<file path="config.mk">
export PLATFORM = sky130hd
export DESIGN_NAME = cswc_top
export DESIGN_NICKNAME = d
export VERILOG_FILES = /design/src/common/cswc_pkg.sv /design/src/rtl/cswc_top.sv /design/src/rtl/cswc_sync.sv /design/src/rtl/cswc_bus_div.sv
export SDC_FILE = /design/constraint.sdc
export NUM_CORES = 1
export LEC_CHECK = 0
export BUFFER_PORTS_ARGS = -buffer_cell sky130_fd_sc_hd__buf_2
export CAP_MARGIN = 10
export CORE_MARGIN = 2
export CORE_UTILIZATION = 45
export DETAILED_ROUTE_END_ITERATION = 8
export GPL_TIMING_DRIVEN = 1
export PLACE_DENSITY = 0.75
export SLEW_MARGIN = 40
export SYNTH_ARGS = -nofsm -noshare
export SYNTH_HDL_FRONTEND = slang
export SYNTH_SLANG_ARGS = --single-unit
</file>
<file path="constraint.sdc">
create_clock -name I_MCLK -period 1.3 [get_ports I_MCLK]
set_input_delay 0.13 -clock I_MCLK [delete_from_list [all_inputs] [get_ports I_MCLK]]
set_output_delay 0.13 -clock I_MCLK [all_outputs]
set_load 0.02 [all_outputs]
</file>
<file path="src/common/cswc_pkg.sv">
// constants, types and register layout of the clock select / wait control
// assumes: one 200 MHz clock domain, 8-bit register port
`default_nettype none
package cswc_pkg;

	// ----------------------------------------------------------------
	// widths and register offsets
	// ----------------------------------------------------------------
	localparam int CSWC_ADDR_W = 8;
	localparam int CSWC_DATA_W = 8;
	localparam logic [7:0] CSWC_SEL_OFFSET = 8'h00;
	localparam logic [7:0] CSWC_STAT_OFFSET = 8'h01;

	// ----------------------------------------------------------------
	// select register fields
	// ----------------------------------------------------------------
	localparam int CSWC_SRC_BIT = 7;
	localparam int CSWC_PHALT_BIT = 6;
	localparam int CSWC_SYSW_BIT = 5;
	localparam int CSWC_ROA_BIT = 4;
	localparam int CSWC_SSTOP_BIT = 3;
	localparam int CSWC_CORE_BIT = 2;
	localparam logic [7:0] CSWC_SEL_RESET = 8'h00;
	localparam logic [7:0] CSWC_SEL_WMASK = 8'h7C;
	localparam logic [7:0] CSWC_SEL_RSVD = 8'h03;

	// ----------------------------------------------------------------
	// status register fields
	// ----------------------------------------------------------------
	localparam int CSWC_ST_LOCK_BIT = 0;
	localparam int CSWC_ST_TRACK_BIT = 1;
	localparam int CSWC_ST_AUTO_BIT = 2;
	localparam int CSWC_ST_OK_BIT = 3;
	localparam int CSWC_ST_WAIT_BIT = 4;
	localparam int CSWC_ST_STOP_BIT = 5;
	localparam int CSWC_ST_SELF_BIT = 6;
	localparam logic [7:0] CSWC_ZERO = 8'h00;

	// ----------------------------------------------------------------
	// types
	// ----------------------------------------------------------------
	typedef enum logic [2:0] {
		CSWC_RUN = 3'h1,
		CSWC_WAIT = 3'h2,
		CSWC_STOP = 3'h4
	} cswc_mode_t;

	typedef struct packed {
		logic [7:0] addr;
		logic [7:0] wdata;
		logic wr;
		logic rd;
	} cswc_bus_req_t;

	typedef struct packed {
		logic stop_req;
		logic wait_req;
		logic self_clock;
	} cswc_mode_req_t;

	typedef struct packed {
		logic lock;
		logic track;
	} cswc_synth_pin_t;

	typedef struct packed {
		logic auto_mode;
		logic power_on;
	} cswc_synth_cfg_t;

	typedef struct packed {
		logic synth_src;
		logic sys_clk_en;
		logic bus_clk_en;
		logic core_clk_en;
		logic tick_clk_en;
		logic osc_en;
		logic osc_reduced;
		logic synth_power;
		logic synth_auto;
	} cswc_clk_ctl_t;

endpackage
`default_nettype wire

</file>
<file path="src/rtl/cswc_top.sv">
// clock source select and wait/stop clock control
// assumes: mode requests and synth config come from logic on I_MCLK,
// lock and track come from the synthesizer and are synchronised here
//
// Implementation choices: the plain strobed port and the register offsets.
`default_nettype none
`timescale 1ns/1ps
module cswc_top (
	input wire logic I_MCLK,
	input wire logic I_RESET_N,
	input wire logic I_CE,
	input wire cswc_pkg::cswc_bus_req_t I_BUS,
	output var logic [cswc_pkg::CSWC_DATA_W-1:0] O_RDATA,
	input wire cswc_pkg::cswc_mode_req_t I_MODE,
	input wire cswc_pkg::cswc_synth_pin_t I_SYNTH,
	input wire cswc_pkg::cswc_synth_cfg_t I_SYNTH_CFG,
	output var cswc_pkg::cswc_clk_ctl_t O_CLK
);
	import cswc_pkg::*;

	// ----------------------------------------------------------------
	// declarations
	// ----------------------------------------------------------------
	logic [7:0] sel_reg;
	logic [7:0] sel_next;
	logic [7:0] rdata_next;
	logic [7:0] stat_word;
	logic [7:0] wr_val;
	cswc_mode_t mode_reg;
	cswc_mode_t mode_next;
	cswc_clk_ctl_t clk_next;
	logic self_reg;
	logic [1:0] synth_s;
	logic lock_s;
	logic track_s;
	logic wr_sel;
	logic rd_sel;
	logic rd_stat;
	logic auto_eff;
	logic src_ok;
	logic src_bit_wr;
	logic enter_stop;
	logic enter_wait;
	logic enter_self;
	logic hw_clear;
	logic in_wait;
	logic in_stop;
	logic sys_run;
	logic core_run;
	logic osc_run;
	logic bus_tick;

	// ----------------------------------------------------------------
	// synthesizer status crossing and bus pacing
	// ----------------------------------------------------------------
	cswc_sync u_sync (
		.clk(I_MCLK),
		.rst_n(I_RESET_N),
		.ce(I_CE),
		.d({I_SYNTH.lock, I_SYNTH.track}),
		.q(synth_s)
	);

	cswc_bus_div u_div (
		.clk(I_MCLK),
		.rst_n(I_RESET_N),
		.ce(I_CE),
		.run(sys_run),
		.tick(bus_tick)
	);

	assign lock_s = synth_s[1];
	assign track_s = synth_s[0];

	// ----------------------------------------------------------------
	// register decode
	// ----------------------------------------------------------------
	assign wr_sel = I_BUS.wr && (I_BUS.addr == CSWC_SEL_OFFSET);
	assign rd_sel = I_BUS.rd && (I_BUS.addr == CSWC_SEL_OFFSET);
	assign rd_stat = I_BUS.rd && (I_BUS.addr == CSWC_STAT_OFFSET);

	// ----------------------------------------------------------------
	// acquire mode and source-select guard
	// ----------------------------------------------------------------
	// forced automatic whenever the synth-stop-in-wait bit is set, in any mode
	assign auto_eff = I_SYNTH_CFG.auto_mode | sel_reg[CSWC_SSTOP_BIT];
	// stable means locked in auto mode, in range in manual mode
	assign src_ok = auto_eff ? lock_s : track_s;
	// a one lands only when stable or when the bit is already set; a zero always lands
	assign src_bit_wr = I_BUS.wdata[CSWC_SRC_BIT] &
		(src_ok | sel_reg[CSWC_SRC_BIT]);

	// ----------------------------------------------------------------
	// low power mode tracking
	// ----------------------------------------------------------------
	assign in_wait = (mode_reg == CSWC_WAIT);
	assign in_stop = (mode_reg == CSWC_STOP);
	assign enter_stop = (mode_reg == CSWC_RUN) && I_MODE.stop_req;
	assign enter_wait = (mode_reg == CSWC_RUN) && !I_MODE.stop_req &&
		I_MODE.wait_req;
	assign enter_self = I_MODE.self_clock && !self_reg;

	// in run, stop takes priority over wait when both are requested
	always_comb begin
		mode_next = mode_reg;
		unique case (mode_reg)
			CSWC_RUN: begin
				if (I_MODE.stop_req) begin
					mode_next = CSWC_STOP;
				end else if (I_MODE.wait_req) begin
					mode_next = CSWC_WAIT;
				end
			end
			CSWC_WAIT: begin
				if (!I_MODE.wait_req) begin
					mode_next = CSWC_RUN;
				end
			end
			CSWC_STOP: begin
				if (!I_MODE.stop_req) begin
					mode_next = CSWC_RUN;
				end
			end
			default: begin
				mode_next = CSWC_RUN;
			end
		endcase
	end

	always_ff @(posedge I_MCLK or negedge I_RESET_N) begin
		if (!I_RESET_N) begin
			mode_reg <= CSWC_RUN;
			self_reg <= 1'b0;
		end else if (I_CE) begin
			mode_reg <= mode_next;
			self_reg <= I_MODE.self_clock;
		end
	end

	// ----------------------------------------------------------------
	// select register
	// ----------------------------------------------------------------
	// self-clock, stop, or wait entry with the synth-stop bit set clears the source bit; it stays clear after exit
	assign hw_clear = enter_self | enter_stop |
		(enter_wait & sel_reg[CSWC_SSTOP_BIT]);

	// other fields write anytime, reserved bits never stored
	assign wr_val = (I_BUS.wdata & CSWC_SEL_WMASK) |
		({7'h00, src_bit_wr} << CSWC_SRC_BIT);

	// mode entry wins over a same-cycle software write of the source bit
	always_comb begin
		sel_next = sel_reg;
		if (wr_sel) begin
			sel_next = wr_val;
		end
		if (hw_clear) begin
			sel_next[CSWC_SRC_BIT] = 1'b0;
		end
	end

	always_ff @(posedge I_MCLK or negedge I_RESET_N) begin
		if (!I_RESET_N) begin
			sel_reg <= CSWC_SEL_RESET;
		end else if (I_CE) begin
			sel_reg <= sel_next;
		end
	end

	// ----------------------------------------------------------------
	// read path
	// ----------------------------------------------------------------
	always_comb begin
		stat_word = CSWC_ZERO;
		stat_word[CSWC_ST_LOCK_BIT] = lock_s;
		stat_word[CSWC_ST_TRACK_BIT] = track_s;
		stat_word[CSWC_ST_AUTO_BIT] = auto_eff;
		stat_word[CSWC_ST_OK_BIT] = src_ok;
		stat_word[CSWC_ST_WAIT_BIT] = in_wait;
		stat_word[CSWC_ST_STOP_BIT] = in_stop;
		stat_word[CSWC_ST_SELF_BIT] = self_reg;
	end

	// data stand only in the cycle after the read strobe
	assign rdata_next = rd_sel ? sel_reg :
		(rd_stat ? stat_word : CSWC_ZERO);

	always_ff @(posedge I_MCLK or negedge I_RESET_N) begin
		if (!I_RESET_N) begin
			O_RDATA <= CSWC_ZERO;
		end else if (I_CE) begin
			O_RDATA <= rdata_next;
		end
	end

	// ----------------------------------------------------------------
	// clock and oscillator controls
	// ----------------------------------------------------------------
	assign sys_run = !in_stop &&
		!(in_wait && sel_reg[CSWC_SYSW_BIT]);
	assign core_run = sys_run &&
		!(in_wait && sel_reg[CSWC_CORE_BIT]);
	assign osc_run = !in_stop || sel_reg[CSWC_PHALT_BIT];

	always_comb begin
		clk_next.synth_src = sel_reg[CSWC_SRC_BIT];
		clk_next.sys_clk_en = sys_run;
		clk_next.bus_clk_en = bus_tick;
		clk_next.core_clk_en = core_run;
		// tick and watchdog follow the oscillator only
		clk_next.tick_clk_en = osc_run;
		clk_next.osc_en = osc_run;
		clk_next.osc_reduced = (in_stop && sel_reg[CSWC_PHALT_BIT]) ||
			(in_wait && sel_reg[CSWC_ROA_BIT]);
		// power-on bit itself is left untouched
		clk_next.synth_power = I_SYNTH_CFG.power_on &&
			!(in_wait && sel_reg[CSWC_SSTOP_BIT]);
		clk_next.synth_auto = auto_eff;
	end

	always_ff @(posedge I_MCLK or negedge I_RESET_N) begin
		if (!I_RESET_N) begin
			O_CLK <= '0;
		end else if (I_CE) begin
			O_CLK <= clk_next;
		end
	end
endmodule
`default_nettype wire

</file>
<file path="src/rtl/cswc_sync.sv">
// two-flop synchroniser for status levels from the synthesizer
// assumes: inputs are levels, slow against the clock
`default_nettype none
`timescale 1ns/1ps
module cswc_sync (
	input wire logic clk,
	input wire logic rst_n,
	input wire logic ce,
	input wire logic [1:0] d,
	output var logic [1:0] q
);
	logic [1:0] meta_reg;

	// first flop read only by the second
	always_ff @(posedge clk or negedge rst_n) begin
		if (!rst_n) begin
			meta_reg <= 2'h0;
			q <= 2'h0;
		end else if (ce) begin
			meta_reg <= d;
			q <= meta_reg;
		end
	end
endmodule
`default_nettype wire

</file>
<file path="src/rtl/cswc_bus_div.sv">
// divide-by-two enable that paces the bus clock from the chosen source
// assumes: run is low whenever the system clocks are halted
`default_nettype none
`timescale 1ns/1ps
module cswc_bus_div (
	input wire logic clk,
	input wire logic rst_n,
	input wire logic ce,
	input wire logic run,
	output var logic tick
);
	logic tick_next;

	// toggles once per source cycle, so bus rate is half the source
	assign tick_next = run ? ~tick : 1'b0;

	always_ff @(posedge clk or negedge rst_n) begin
		if (!rst_n) begin
			tick <= 1'b0;
		end else if (ce) begin
			tick <= tick_next;
		end
	end
endmodule
`default_nettype wire

</file>
======== After elaboration in Yosys (flattened, before gate mapping) ========
Cells that the tools add are included.
storage, ports and cells
  register bits ........................... 33
  word-level logic and storage cells ...... 70
  input bits .............................. 28
  output and inout port bits .............. 17
cells by class
  mux-type cells .......................... 11
  reductions and logical operators ........ 28
  bitwise gates (word level) .............. 8
  eq/ne operators ......................... 7
operators by type and width
  cell                                           count
  2-to-1 mux 8 bit                               2
  logical AND 1 bit                              15
  2-to-1 mux 3 bit                               4
  case mux 3 bit (3 select lines)                1
  == test 8 x 1 -> 1 bit, second input constant  1
  logical NOT 8 bit                              1
  bitwise OR 7 x 8 -> 8 bit                      1
  2-to-1 mux 7 bit                               1
  logical NOT 1 bit                              6
  != test 2 bit, second input constant           2
  bitwise OR 1 bit                               4
  AND reduction 2 bit                            2
  AND reduction 4 bit                            1
  == test 3 x 1 -> 1 bit, second input constant  1
  == test 3 x 2 -> 1 bit, second input constant  1
  == test 3 bit, second input constant           1
  2-to-1 mux 1 bit                               3
  != test 3 bit, second input constant           1
  bitwise AND 1 bit                              2
  logical OR 1 bit                               2
  nonzero test 2 bit                             1
  inverter 1 bit                                 1

======== Logic depth before layout (Yosys ltp) ========
Gate-level depths: netlist of the first run.
  word-level depth ........................ 7
  mapped depth ............................ 4
  mapped depth without buffers ............ 4

======== Hierarchy ========
Synthesis of the first run repeated with hierarchy kept, for this count alone.
second synthesis, totals
  cell total of the unflattened synthesis .. 125
  area, all modules ....................... 1492.7 µm²
by module, submodules not included
  module        cells an instance  area an instance (µm²)  instances
  cswc_top      113                1302.5                  1
  cswc_sync     8                  145.1                   1
  cswc_bus_div  4                  45.0                    1

======== Worst setup path before layout of the first run ========
No wires, ideal clock.
  kind .................................... input to register
  from .................................... input port I_BUS[14] (netlist name)
  to ...................................... register sel_reg[7]
  path slack .............................. -0.059 ns
  library setup time ...................... 0.104 ns
  stages .................................. 4
  path buffers ............................ 0
  data required time ...................... 1.196 ns
  arrival time ............................ 1.256 ns
  cell sequence ........................... nor4b_4 nand4b_4 or4b_1 o311ai_1
on the way
  longest elaborated chain between the ends .. 4
RTL lines
  element                               line             RTL
  start, declared                       cswc_top.sv:12   input wire cswc_pkg::cswc_bus_req_t I_BUS,
  logical NOT 8 bit                     cswc_top.sv:78   assign wr_sel = I_BUS.wr && (I_BUS.addr == CSWC_SEL_OFFSET);
  logical AND 1 bit                     cswc_top.sv:78
  nonzero test 2 bit (no source line)   n/a
  AND reduction 2 bit (no source line)  n/a
  end signal, assigned                  cswc_top.sv:166  sel_reg <= sel_next;
  end, declared                         cswc_top.sv:24   logic [7:0] sel_reg;
No other way between the ends.
A chain may end at the register's enable or synchronous reset.

======== Worst setup path in the final report of the first run ========
  from .................................... register sel_reg[3]
  to ...................................... register sel_reg[7]
on the way
  longest elaborated chain between the ends .. 7
RTL lines
  element                    line             RTL
  bitwise OR 1 bit           cswc_top.sv:86   assign auto_eff = I_SYNTH_CFG.auto_mode | sel_reg[CSWC_SSTOP_BIT];
  2-to-1 mux 1 bit           cswc_top.sv:88   assign src_ok = auto_eff ? lock_s : track_s;
  bitwise OR 1 bit           cswc_top.sv:91   (src_ok | sel_reg[CSWC_SRC_BIT]);
  bitwise AND 1 bit          cswc_top.sv:90   assign src_bit_wr = I_BUS.wdata[CSWC_SRC_BIT] &
  bitwise OR 7 x 8 -> 8 bit  cswc_top.sv:148  assign wr_val = (I_BUS.wdata & CSWC_SEL_WMASK) |
  2-to-1 mux 8 bit           cswc_top.sv:154  if (wr_sel) begin
  2-to-1 mux 1 bit           cswc_top.sv:157  if (hw_clear) begin
Parallel ways exist; a longest one is shown, timed or not. The select of a mux whose other input is x is not followed.

==> results.json, run 1 <==
{
  "synth_area_leaders": "dfrtp_1 53%, mux2_2 10%, a221o_1 3.6%",
  "portBuffers": 42,
  "areaGrowthSynthToFinish_pct": 33.2,
  "hpwl_mm": 2.35,
  "initial_core_util_pct": 46.7,
  "routed_wl_mm": 3.12,
  "finalHoldViolations": 0,
  "dpl-instance-area_um2": 1740,
  "synth-seq-cells": 31,
  "violations": "negative setup slack",
  "yosysSeqAreaShare_pct": 55.3,
  "final_area_um2": 1870,
  "ant_nets": 0,
  "relSlewSlack_pct": 71.1,
  "fin_skew_ns": 0.00719,
  "drc": 0,
  "tightest_slew_ns": 0.432,
  "vias": 1152,
  "regArea_um2": 777,
  "synth-edff-count": 0,
  "place_ws_ns": -0.176,
  "post_drt_wl_per_cell_um": 14.8,
  "holdCritPathClass": "in -> reg",
  "syn-instance-count": 115,
  "drive_gt1_share_pct": 50.0,
  "max_cap_viol_count": 0,
  "maxSlewViolCount": 0,
  "yosysTopAreaCellShare_pct": 53.5,
  "rows": 20,
  "setup_viol": 4,
  "die_h_um": 59.9,
  "ys_warn_count": 0,
  "outcome": "finished with violations",
  "cp-start-kind": "register",
  "hold_depth": 2,
  "power_mw": 2.56,
  "synth_compound_area_share_pct": 13.7,
  "antenna_cells": 0,
  "drtIter0Drc": 40,
  "critPathMaxFanout": 3,
  "gp_congestion": 0.752,
  "fmax_ghz": 0.725,
  "finalWorstSetupSlack_ns": -0.0794,
  "grt_use_met1_pct": 24.5,
  "insertion_delay_ns": 0.33,
  "synth_top_family_by_area": "simple AND/OR/NAND/NOR gates",
  "finalCritPeriodShare_pct": 106,
  "synth_area_um2": 1400,
  "syn-num-nets": 143,
  "cts_buffer_depth": 2,
  "cts_tree": "yes",
  "fin_crit_ns": 1.38,
  "ioPinCount": 45,
  "grt_pass1_wl_mm": 5.27,
  "core_um2": 3000,
  "yosys.area.top_type": "dfrtp_1",
  "cts-htree-levels": 2,
  "overflow": 0,
  "die_w_um": 59.9,
  "dieArea_um2": 3580,
  "crit_arrival_ns": 1.62,
  "synth-main-ff-cell": "dfrtp_1",
  "path_class": "reg -> reg",
  "muxShareOfSynthArea_pct": 11.1,
  "power.leakage_nw": 0.930,
  "r2r_cells": 4,
  "nets": 205,
  "use_met2_pct": 34.5,
  "path_clk_slew_ns": 0.10,
  "grt_use_met3_pct": 6.93,
  "rsz0062_at_grt": "true",
  "ys_types": 32,
  "critPathRequiredTime_ns": 1.54,
  "avgSynthCellArea_um2": 12.2,
  "finish.utilization_pct": 62.3,
  "multi_input_area_um2": 616,
  "ir_drop_mv": 0.774,
  "grt.busiest_layer": "met2",
  "whs_ns": 0.0184,
  "synth-xor-area-share_pct": 0,
  "synth-simple-area-share_pct": 16.8,
  "track_usage_pct": 20.5,
  "final_cell_mix": "42 x buf_2, 30 x dfrtp_1, 16 x buf_4",
  "cts_buffers": 5,
  "cts_sinks": 31,
  "cts_root_buf": "clkbuf_4",
  "antenna_found_initial": 0,
  "p_per_area_nw_per_um2": 1370,
  "synth-async-reset-ratio_pct": 100,
  "fillers": 256,
  "yosys.area_share.adder_pct": 0,
  "firstDrtPassIters": 4,
  "grt_pass1_vias": 1175,
  "grt_start_max_net_pins": 32,
  "vias_per_cell": 5.46,
  "final_common_cell": "buf_2",
  "crit_path_end_kind": "register"
}
==> synth_stat cells, types with 3 or more instances <==
cell type / n
a22o_1: 4
and2_1: 3
nor2b_1: 4
dfrtp_1: 30
mux2_2: 13
nand2b_1: 3
inv_1: 6
nand2_1: 4
nand3_1: 3
nor2_1: 9
a21oi_1: 6
a221o_1: 5
o21ai_0: 4
==> area by class of cell <==
class	count	area share (%)
Timing Repair Buffer	59	18.2
Sequential cell	31	41.6
Clock inverter	1	0.402
Clock buffer	7	3.48
Tap cell	33	2.21
Multi-Input combinational cell	74	32.9
Inverter	6	1.20
==> path summary, 6_finish.rpt <==
kind	startpoint	end	slack (ns)
hold reg to reg	O_CLK[6]	O_CLK[6]	0.51
hold / removal	I_BUS[4]	sel_reg[2]	0.02
setup reg to reg	sel_reg[3]	sel_reg[7]	-0.08
min in group asynchronous	I_RESET_N	O_CLK[3]	0.33
setup / recovery	sel_reg[3]	sel_reg[7]	-0.08
max in group asynchronous	I_RESET_N	mode_reg[0]	0.66
==> repair_timing <==
item | CTS | global route
gates resized for setup | 3 | 2
setup endpoints to repair | 7 | 6
endpoints found under the hold margin | 30 | 0
pin swaps | 3 | 3
buffers inserted | 3 | 0
cloned | 0 | 0
hold buffers | 1 | 0
==> power by group <==
part	total, mW	internal, mW	switching (mW)
logic	0.666	0.331	0.335
registers	1.24	1.11	0.126
clock network	0.651	0.316	0.335
==> logic make-up after synthesis <==
logic type | count (synthesis)
muxes | 14
DFF | 31
AOI/OAI and AO/OA | 26
and+or+nand+nor | 34
buffers and inverters | 10
==> worst max-delay path, cell delays in order, from the launching register on <==
cell	delay, ns
dfrtp_1	0.43
a21oi_2	0.15
o32ai_2	0.09
or4b_1	0.51
o311ai_1	0.09
==> metal layers <==
metal,up-vias,share of wire (%),wire length (um)
met5,-,0,0
met4,0,1.2,36
met3,6,5.7,177
met2,29,51,1590
met1,569,42,1320
li1,548,-,-
==> metrics by stage <==
stage	cells	TNS (ns)
floorplan	115	-0.0329
global placement	200	-0.754
detailed placement	200	-1.21
CTS	211	-0.101
global route	211	-0.452
finish	211	-0.111
Power figures use the tool's default switching activity.
==> run 2: changes to the inputs <==
--- a/config.mk
+++ b/config.mk
@@ -7,11 +7,13 @@
 export LEC_CHECK = 0
 export BUFFER_PORTS_ARGS = -buffer_cell sky130_fd_sc_hd__buf_2
 export CAP_MARGIN = 10
+export CELL_PAD_IN_SITES_DETAIL_PLACEMENT = 0
+export CELL_PAD_IN_SITES_GLOBAL_PLACEMENT = 1
 export CORE_MARGIN = 2
-export CORE_UTILIZATION = 45
+export CORE_UTILIZATION = 35
 export DETAILED_ROUTE_END_ITERATION = 8
 export GPL_TIMING_DRIVEN = 1
-export PLACE_DENSITY = 0.75
+export PLACE_DENSITY_LB_ADDON = 0.1
 export SLEW_MARGIN = 40
 export SYNTH_ARGS = -nofsm -noshare
 export SYNTH_HDL_FRONTEND = slang
==> run 2 against run 1 <==
- the flow still finishes with violations (negative setup slack)
- combinational power increased by 3%
- clock skew decreased by 0.0010 ns
- critical path depth unchanged
- setup slack improved by 0.033 ns
- maximum frequency increased by 2.4%
- clock power increased by 53%
- sequential power about the same
- power increased by 14%
- highest routed layer unchanged
==> results.json, run 2 (synthesis gave the netlist of run 1 again) <==
{
  "comb_power_share_pct": 23.4,
  "vias_per_cell": 5.03,
  "rows": 23,
  "grt_start_max_net_pins": 22,
  "cts_buffer_depth": 2,
  "cts_sinks": 31,
  "vias": 1146,
  "final_common_cell": "buf_2",
  "maxSlewViolCount": 0,
  "crit_arrival_ns": 1.53,
  "rrSetupSlack_ns": -0.05,
  "post_drt_wl_per_cell_um": 15.2,
  "crit_path_end_kind": "register",
  "relSlewSlack_pct": 66.9,
  "dieArea_um2": 4530,
  "cp_cell_sequence": "nor2_4, mux2i_1, or4b_1, o311ai_1",
  "critPathRequiredTime_ns": 1.48,
  "fillers": 374,
  "cts_tree": "yes",
  "areaGrowthSynthToFinish_pct": 39.4,
  "final_cell_mix": "42 x buf_2, 28 x dfrtp_1, 15 x buf_4",
  "dp.cells": 219,
  "holdCritPathClass": "in -> reg",
  "insertion_delay_ns": 0.29,
  "hold_depth": 2,
  "outcome": "finished with violations",
  "setup_viol": 3,
  "p_per_area_nw_per_um2": 1490,
  "critPathMaxFanout": 4,
  "finalCritPeriodShare_pct": 104,
  "core_um2": 3940,
  "ir_drop_mv": 0.922,
  "fin_setup_tns_ns": -0.0770,
  "rsz0062_at_grt": "true",
  "cp-start-kind": "register",
  "nets": 205,
  "drtIter0Drc": 49,
  "finalWorstSetupSlack_ns": -0.0466,
  "routed_wl_mm": 3.47,
  "switching_share_pct": 28.8,
  "antenna_cells": 0,
  "place_ws_ns": -0.153,
  "cts_buffers": 5,
  "power_mw": 2.92,
  "gp_congestion": 0.803,
  "initial_core_util_pct": 35.6,
  "hold_start": "I_BUS[7]",
  "die_w_um": 67.3,
  "antenna_found_initial": 0,
  "die_h_um": 67.3,
  "hpwl_mm": 2.56,
  "fin_crit_ns": 1.35,
  "power.internal_mw": 2.08,
  "drive_gt1_share_pct": 51.1,
  "cts-htree-levels": 2,
  "tightest_slew_ns": 0.496,
  "crit_family": "simple AND/OR/NAND/NOR gates",
  "switchingPower_uw": 840,
  "finalHoldViolations": 0,
  "r2r_cells": 4,
  "fin_cells": 228,
  "pwr-share-seq_pct": 42.4,
  "ioPinCount": 45,
  "path_class": "reg -> reg",
  "fmax_ghz": 0.743,
  "power.leakage_nw": 0.959,
  "portBuffers": 42,
  "grt_pass1_wl_mm": 5.63,
  "grt_pass1_vias": 1155,
  "cp_slowest_cell": "or4b_1",
  "pwr-share-clk_pct": 34.2,
  "fin_skew_ns": 0.00618,
  "slowest_delay_ns": 0.50,
  "crit_buf_inv": 0,
  "violations": "negative setup slack",
  "path_clk_slew_ns": 0.07,
  "cts_root_buf": "clkbuf_8",
  "drc": 0,
  "hold_end": "sel_reg[5]",
  "track_usage_pct": 17.4,
  "max_cap_viol_count": 0,
  "overflow": 0,
  "ant_nets": 0,
  "crit_path_start": "sel_reg[3]",
  "firstDrtPassIters": 4,
  "crit-reg2reg-launch": "sel_reg[3]",
  "regToRegEndpoint": "sel_reg[7]"
}
==> run 2: cell count changes in the layout (fill, tap and decap cells not counted), sizes merged <==
cell,previous run,this run
clkinv,0,1
bufinv,0,1
clkinvlp,1,0
clkbuf,7,6
==> run 2: worst max-delay path by stage <==
stage,endpoint,cells past startpoint
global placement,sel_reg[7],5
finish,sel_reg[7],4
detailed placement,sel_reg[7],5
floorplan,sel_reg[7],4
global route,sel_reg[7],4
CTS,sel_reg[7],4
==> run 2: per-stage QoR <==
step           area, um^2  utilization, %  hold slack (ns)
2_1_floorplan        1410               -           -0.166
3_3_place_gp         1790            45.5           0.0575
3_5_place_dp         1790            45.5           0.0560
4_1_cts              1930            48.9           0.0691
5_1_grt              1960            49.6           0.0705
6_report             1960            49.6           0.0700
==> run 2: cell type report <==
| cell class | instances | area [um^2] | share of cell area [%] |
|---|---|---|---|
| repair buffers | 59 | 353 | 18.0 |
| flip-flops and latches | 31 | 779 | 39.8 |
| clock buffers | 6 | 82.6 | 4.22 |
| multi-input cells | 74 | 622 | 31.8 |
| clock inverters | 2 | 35.0 | 1.79 |
| well taps | 50 | 62.6 | 3.20 |
| inverters | 6 | 22.5 | 1.15 |
==> run 2: repair_timing <==
action                                  CTS  global route
hold buffers                              1             0
pin swaps                                 2             3
gates resized for setup                   2             6
buffers inserted                          1             0
endpoints found under the hold margin    13             0
endpoints found under the setup margin    2             6
==> run 2: worst reg2reg max path: cells and delay by family, from the launching register on <==
| kind | cells | cell delay (ns) |
|---|---|---|
| AO/OA/AOI/OAI | 1 | 0.09 |
| AND/OR/NAND/NOR | 2 | 0.60 |
| flip-flops | 1 | 0.45 |
| multiplexers | 1 | 0.10 |
==> run 2: per-layer routing <==
layer | global-route usage [%] | vias to the layer above | routed length (um)
met5 | 0 | - | 0
met4 | 6.89 | 0 | 57
met3 | 5.83 | 6 | 189
met2 | 28.1 | 29 | 1740
met1 | 21.6 | 567 | 1480
li1 | - | 544 | -
==> run 2: power groups by stage <==
stage	Sequential [mW]	Clock, mW	Combinational [mW]
3_3_place_gp	1.24	0	0.616
2_1_floorplan	1.30	0	0.278
4_1_cts	1.23	1.01	0.666
6_report	1.24	0.997	0.684
5_1_grt	1.26	1.07	0.754
3_5_place_dp	1.25	0	0.632
==> run 3: changes to the inputs <==
--- a/config.mk
+++ b/config.mk
@@ -17,4 +17,5 @@
 export SLEW_MARGIN = 40
 export SYNTH_ARGS = -nofsm -noshare
 export SYNTH_HDL_FRONTEND = slang
+export SYNTH_HIERARCHICAL = 1
 export SYNTH_SLANG_ARGS = --single-unit
==> run 3 against run 2 <==
- highest routed layer unchanged
- the run still ends with negative setup slack left
- clock skew shrank 0.0011 ns
- sequential power is essentially flat
- final cell count is 1.3% higher
==> results.json, run 3 <==
{
  "antenna_cells": 0,
  "yosys.area.top_type": "dfrtp_1",
  "vias_per_cell": 5.02,
  "dp.cells": 220,
  "syn-instance-count": 125,
  "firstDrtPassIters": 4,
  "die_h_um": 69.3,
  "tightest_slew_ns": 0.402,
  "place_ws_ns": -0.0820,
  "grt_start_max_net_pins": 17,
  "antenna_found_initial": 0,
  "cts_tree": "yes",
  "ir_drop_mv": 0.625,
  "core_um2": 4060,
  "cts_sinks": 31,
  "hold_depth": 2,
  "holdCritPathClass": "in -> reg",
  "violations": "negative setup slack",
  "portBuffers": 42,
  "post_drt_wl_per_cell_um": 15.3,
  "rrSetupSlack_ns": -0.02,
  "maxSlewViolCount": 0,
  "cts_buffers": 5,
  "cts-htree-levels": 2,
  "grt_pass1_vias": 1233,
  "synth-seq-cells": 31,
  "gp_congestion": 0.678,
  "fin_skew_ns": 0.00505,
  "synth_most_common_cell": "dfrtp_1",
  "synthTopCellsByCount": "30 x dfrtp_1, 17 x mux2_2, 9 x inv_1",
  "nets": 208,
  "avgSynthCellArea_um2": 11.9,
  "crit_path_end_kind": "register",
  "synth-main-ff-cell": "dfrtp_1",
  "ant_nets": 0,
  "hold_start": "I_BUS[6]",
  "synth-async-reset-ratio_pct": 100,
  "areaGrowthSynthToFinish_pct": 33.9,
  "fin_setup_tns_ns": -0.0563,
  "drc": 0,
  "path_clk_slew_ns": 0.06,
  "dieArea_um2": 4800,
  "critPathMaxFanout": 8,
  "finalHoldViolations": 0,
  "synth_area_um2": 1490,
  "regToRegEndpoint": "O_RDATA[4]",
  "max_cap_viol_count": 0,
  "r2r_cells": 3,
  "finalCritPeriodShare_pct": 102,
  "syn-num-nets": 153,
  "whs_ns": 0.0779,
  "cts_root_buf": "clkbuf_8",
  "outcome": "finished with violations",
  "synth_area_leaders": "dfrtp_1 50%, mux2_2 13%, nor2b_1 3.4%",
  "cp-start-kind": "register",
  "ioPinCount": 45,
  "routed_wl_mm": 3.54,
  "hpwl_mm": 2.58,
  "path_class": "reg -> reg",
  "grt_pass1_wl_mm": 6.17,
  "die_w_um": 69.3,
  "finalWorstSetupSlack_ns": -0.0245,
  "synth-edff-count": 0,
  "drtIter0Drc": 36,
  "cts_buffer_depth": 2,
  "setup_viol": 3,
  "rows": 23,
  "ys_warn_count": 6,
  "fin_cells": 231,
  "power.leakage_nw": 0.996,
  "fmax_ghz": 0.755,
  "drive_gt1_share_pct": 52.5,
  "ys_types": 41,
  "initial_core_util_pct": 36.8,
  "overflow": 0,
  "yosysSeqAreaShare_pct": 52.1,
  "crit-reg2reg-launch": "mode_reg[0]",
  "fin_crit_ns": 1.32,
  "rsz0062_at_grt": "true",
  "hold_end": "sel_reg[4]",
  "vias": 1160,
  "final_common_cell": "buf_2",
  "critPathRequiredTime_ns": 1.47,
  "relSlewSlack_pct": 73.2,
  "crit_arrival_ns": 1.50,
  "p_per_area_nw_per_um2": 1290,
  "yosysTopAreaCellShare_pct": 50.3,
  "power_mw": 2.59,
  "track_usage_pct": 16.4,
  "insertion_delay_ns": 0.28,
  "final_cell_mix": "42 x buf_2, 30 x dfrtp_1, 13 x mux2_2"
}
run 3: worst max-delay path by stage:
| stage | startpoint | endpoint | slack [ns] | cells after the start |
|---|---|---|---|---|
| 2_1_floorplan | mode_reg[0] | mode_reg[2] | 0.04 | 2 |
| 3_3_place_gp | I_BUS[15] | sel_reg[4] | -0.04 | 4 |
| 3_5_place_dp | I_BUS[15] | sel_reg[5] | -0.08 | 4 |
| 4_1_cts | mode_reg[0] | O_RDATA[4] | -0.03 | 3 |
| 5_1_grt | mode_reg[0] | u_div/tick | -0.07 | 4 |
| 6_report | mode_reg[0] | O_RDATA[4] | -0.02 | 3 |
run 3: per-stage QoR:
stage                     util, %  instance area (um^2)
after floorplan                 -                  1490
after global placement       44.8                  1820
after detailed placement     44.8                  1820
after CTS                    48.8                  1980
after global routing         49.3                  2000
final                        49.3                  2000
run 3: what timing repair did:
item                                   4_1_cts  5_1_grt
hold buffers                                 1        0
endpoints found under the hold margin       14        0
resized for setup                            9        5
pin swaps                                    5        2
setup endpoints to repair                    5        9
setup buffers                                2        0
run 3: final cells by class:
class,instances,area [um^2]
Clock inverter,3,15.0
Inverter,9,33.8
Multi-Input combinational cell,78,707
Clock buffer,5,68.8
Sequential cell,31,777
Tap cell,50,62.6
Timing Repair Buffer,55,335
Fill cell,397,2060
run 3: power breakdown:
group          internal, mW  leakage, nW  switching, mW
clock                 0.366       0.0477          0.363
sequential             1.09        0.393          0.118
combinational         0.337        0.555          0.315
run 3: critical path, stage by stage, from the launching register on:
cell,delay [ns]
dfstp_2,0.65
nor3b_4,0.08
mux2_4,0.27
a31o_4,0.22
run 3: metal layers:
layer  share of wire [%]  vias to the layer above  GRT usage (%)
met5                   0                        -              0
met3                 4.3                        4           4.65
met1                  45                      568           21.7
li1                    -                      564              -
met2                  49                       24           25.7
met4                 1.4                        0           5.45
run 3: logic make-up (layout without fill, tap and decap cells):
family                 count (synthesis)  after routing  share of synthesized area [%]
AOI/OAI and AO/OA                     27             27                           14.6
DFF                                   31             31                           52.1
muxes                                 18             18                           13.5
and+or+nand+nor                       33             33                           14.4
buffers and inverters                 16             72                           5.45
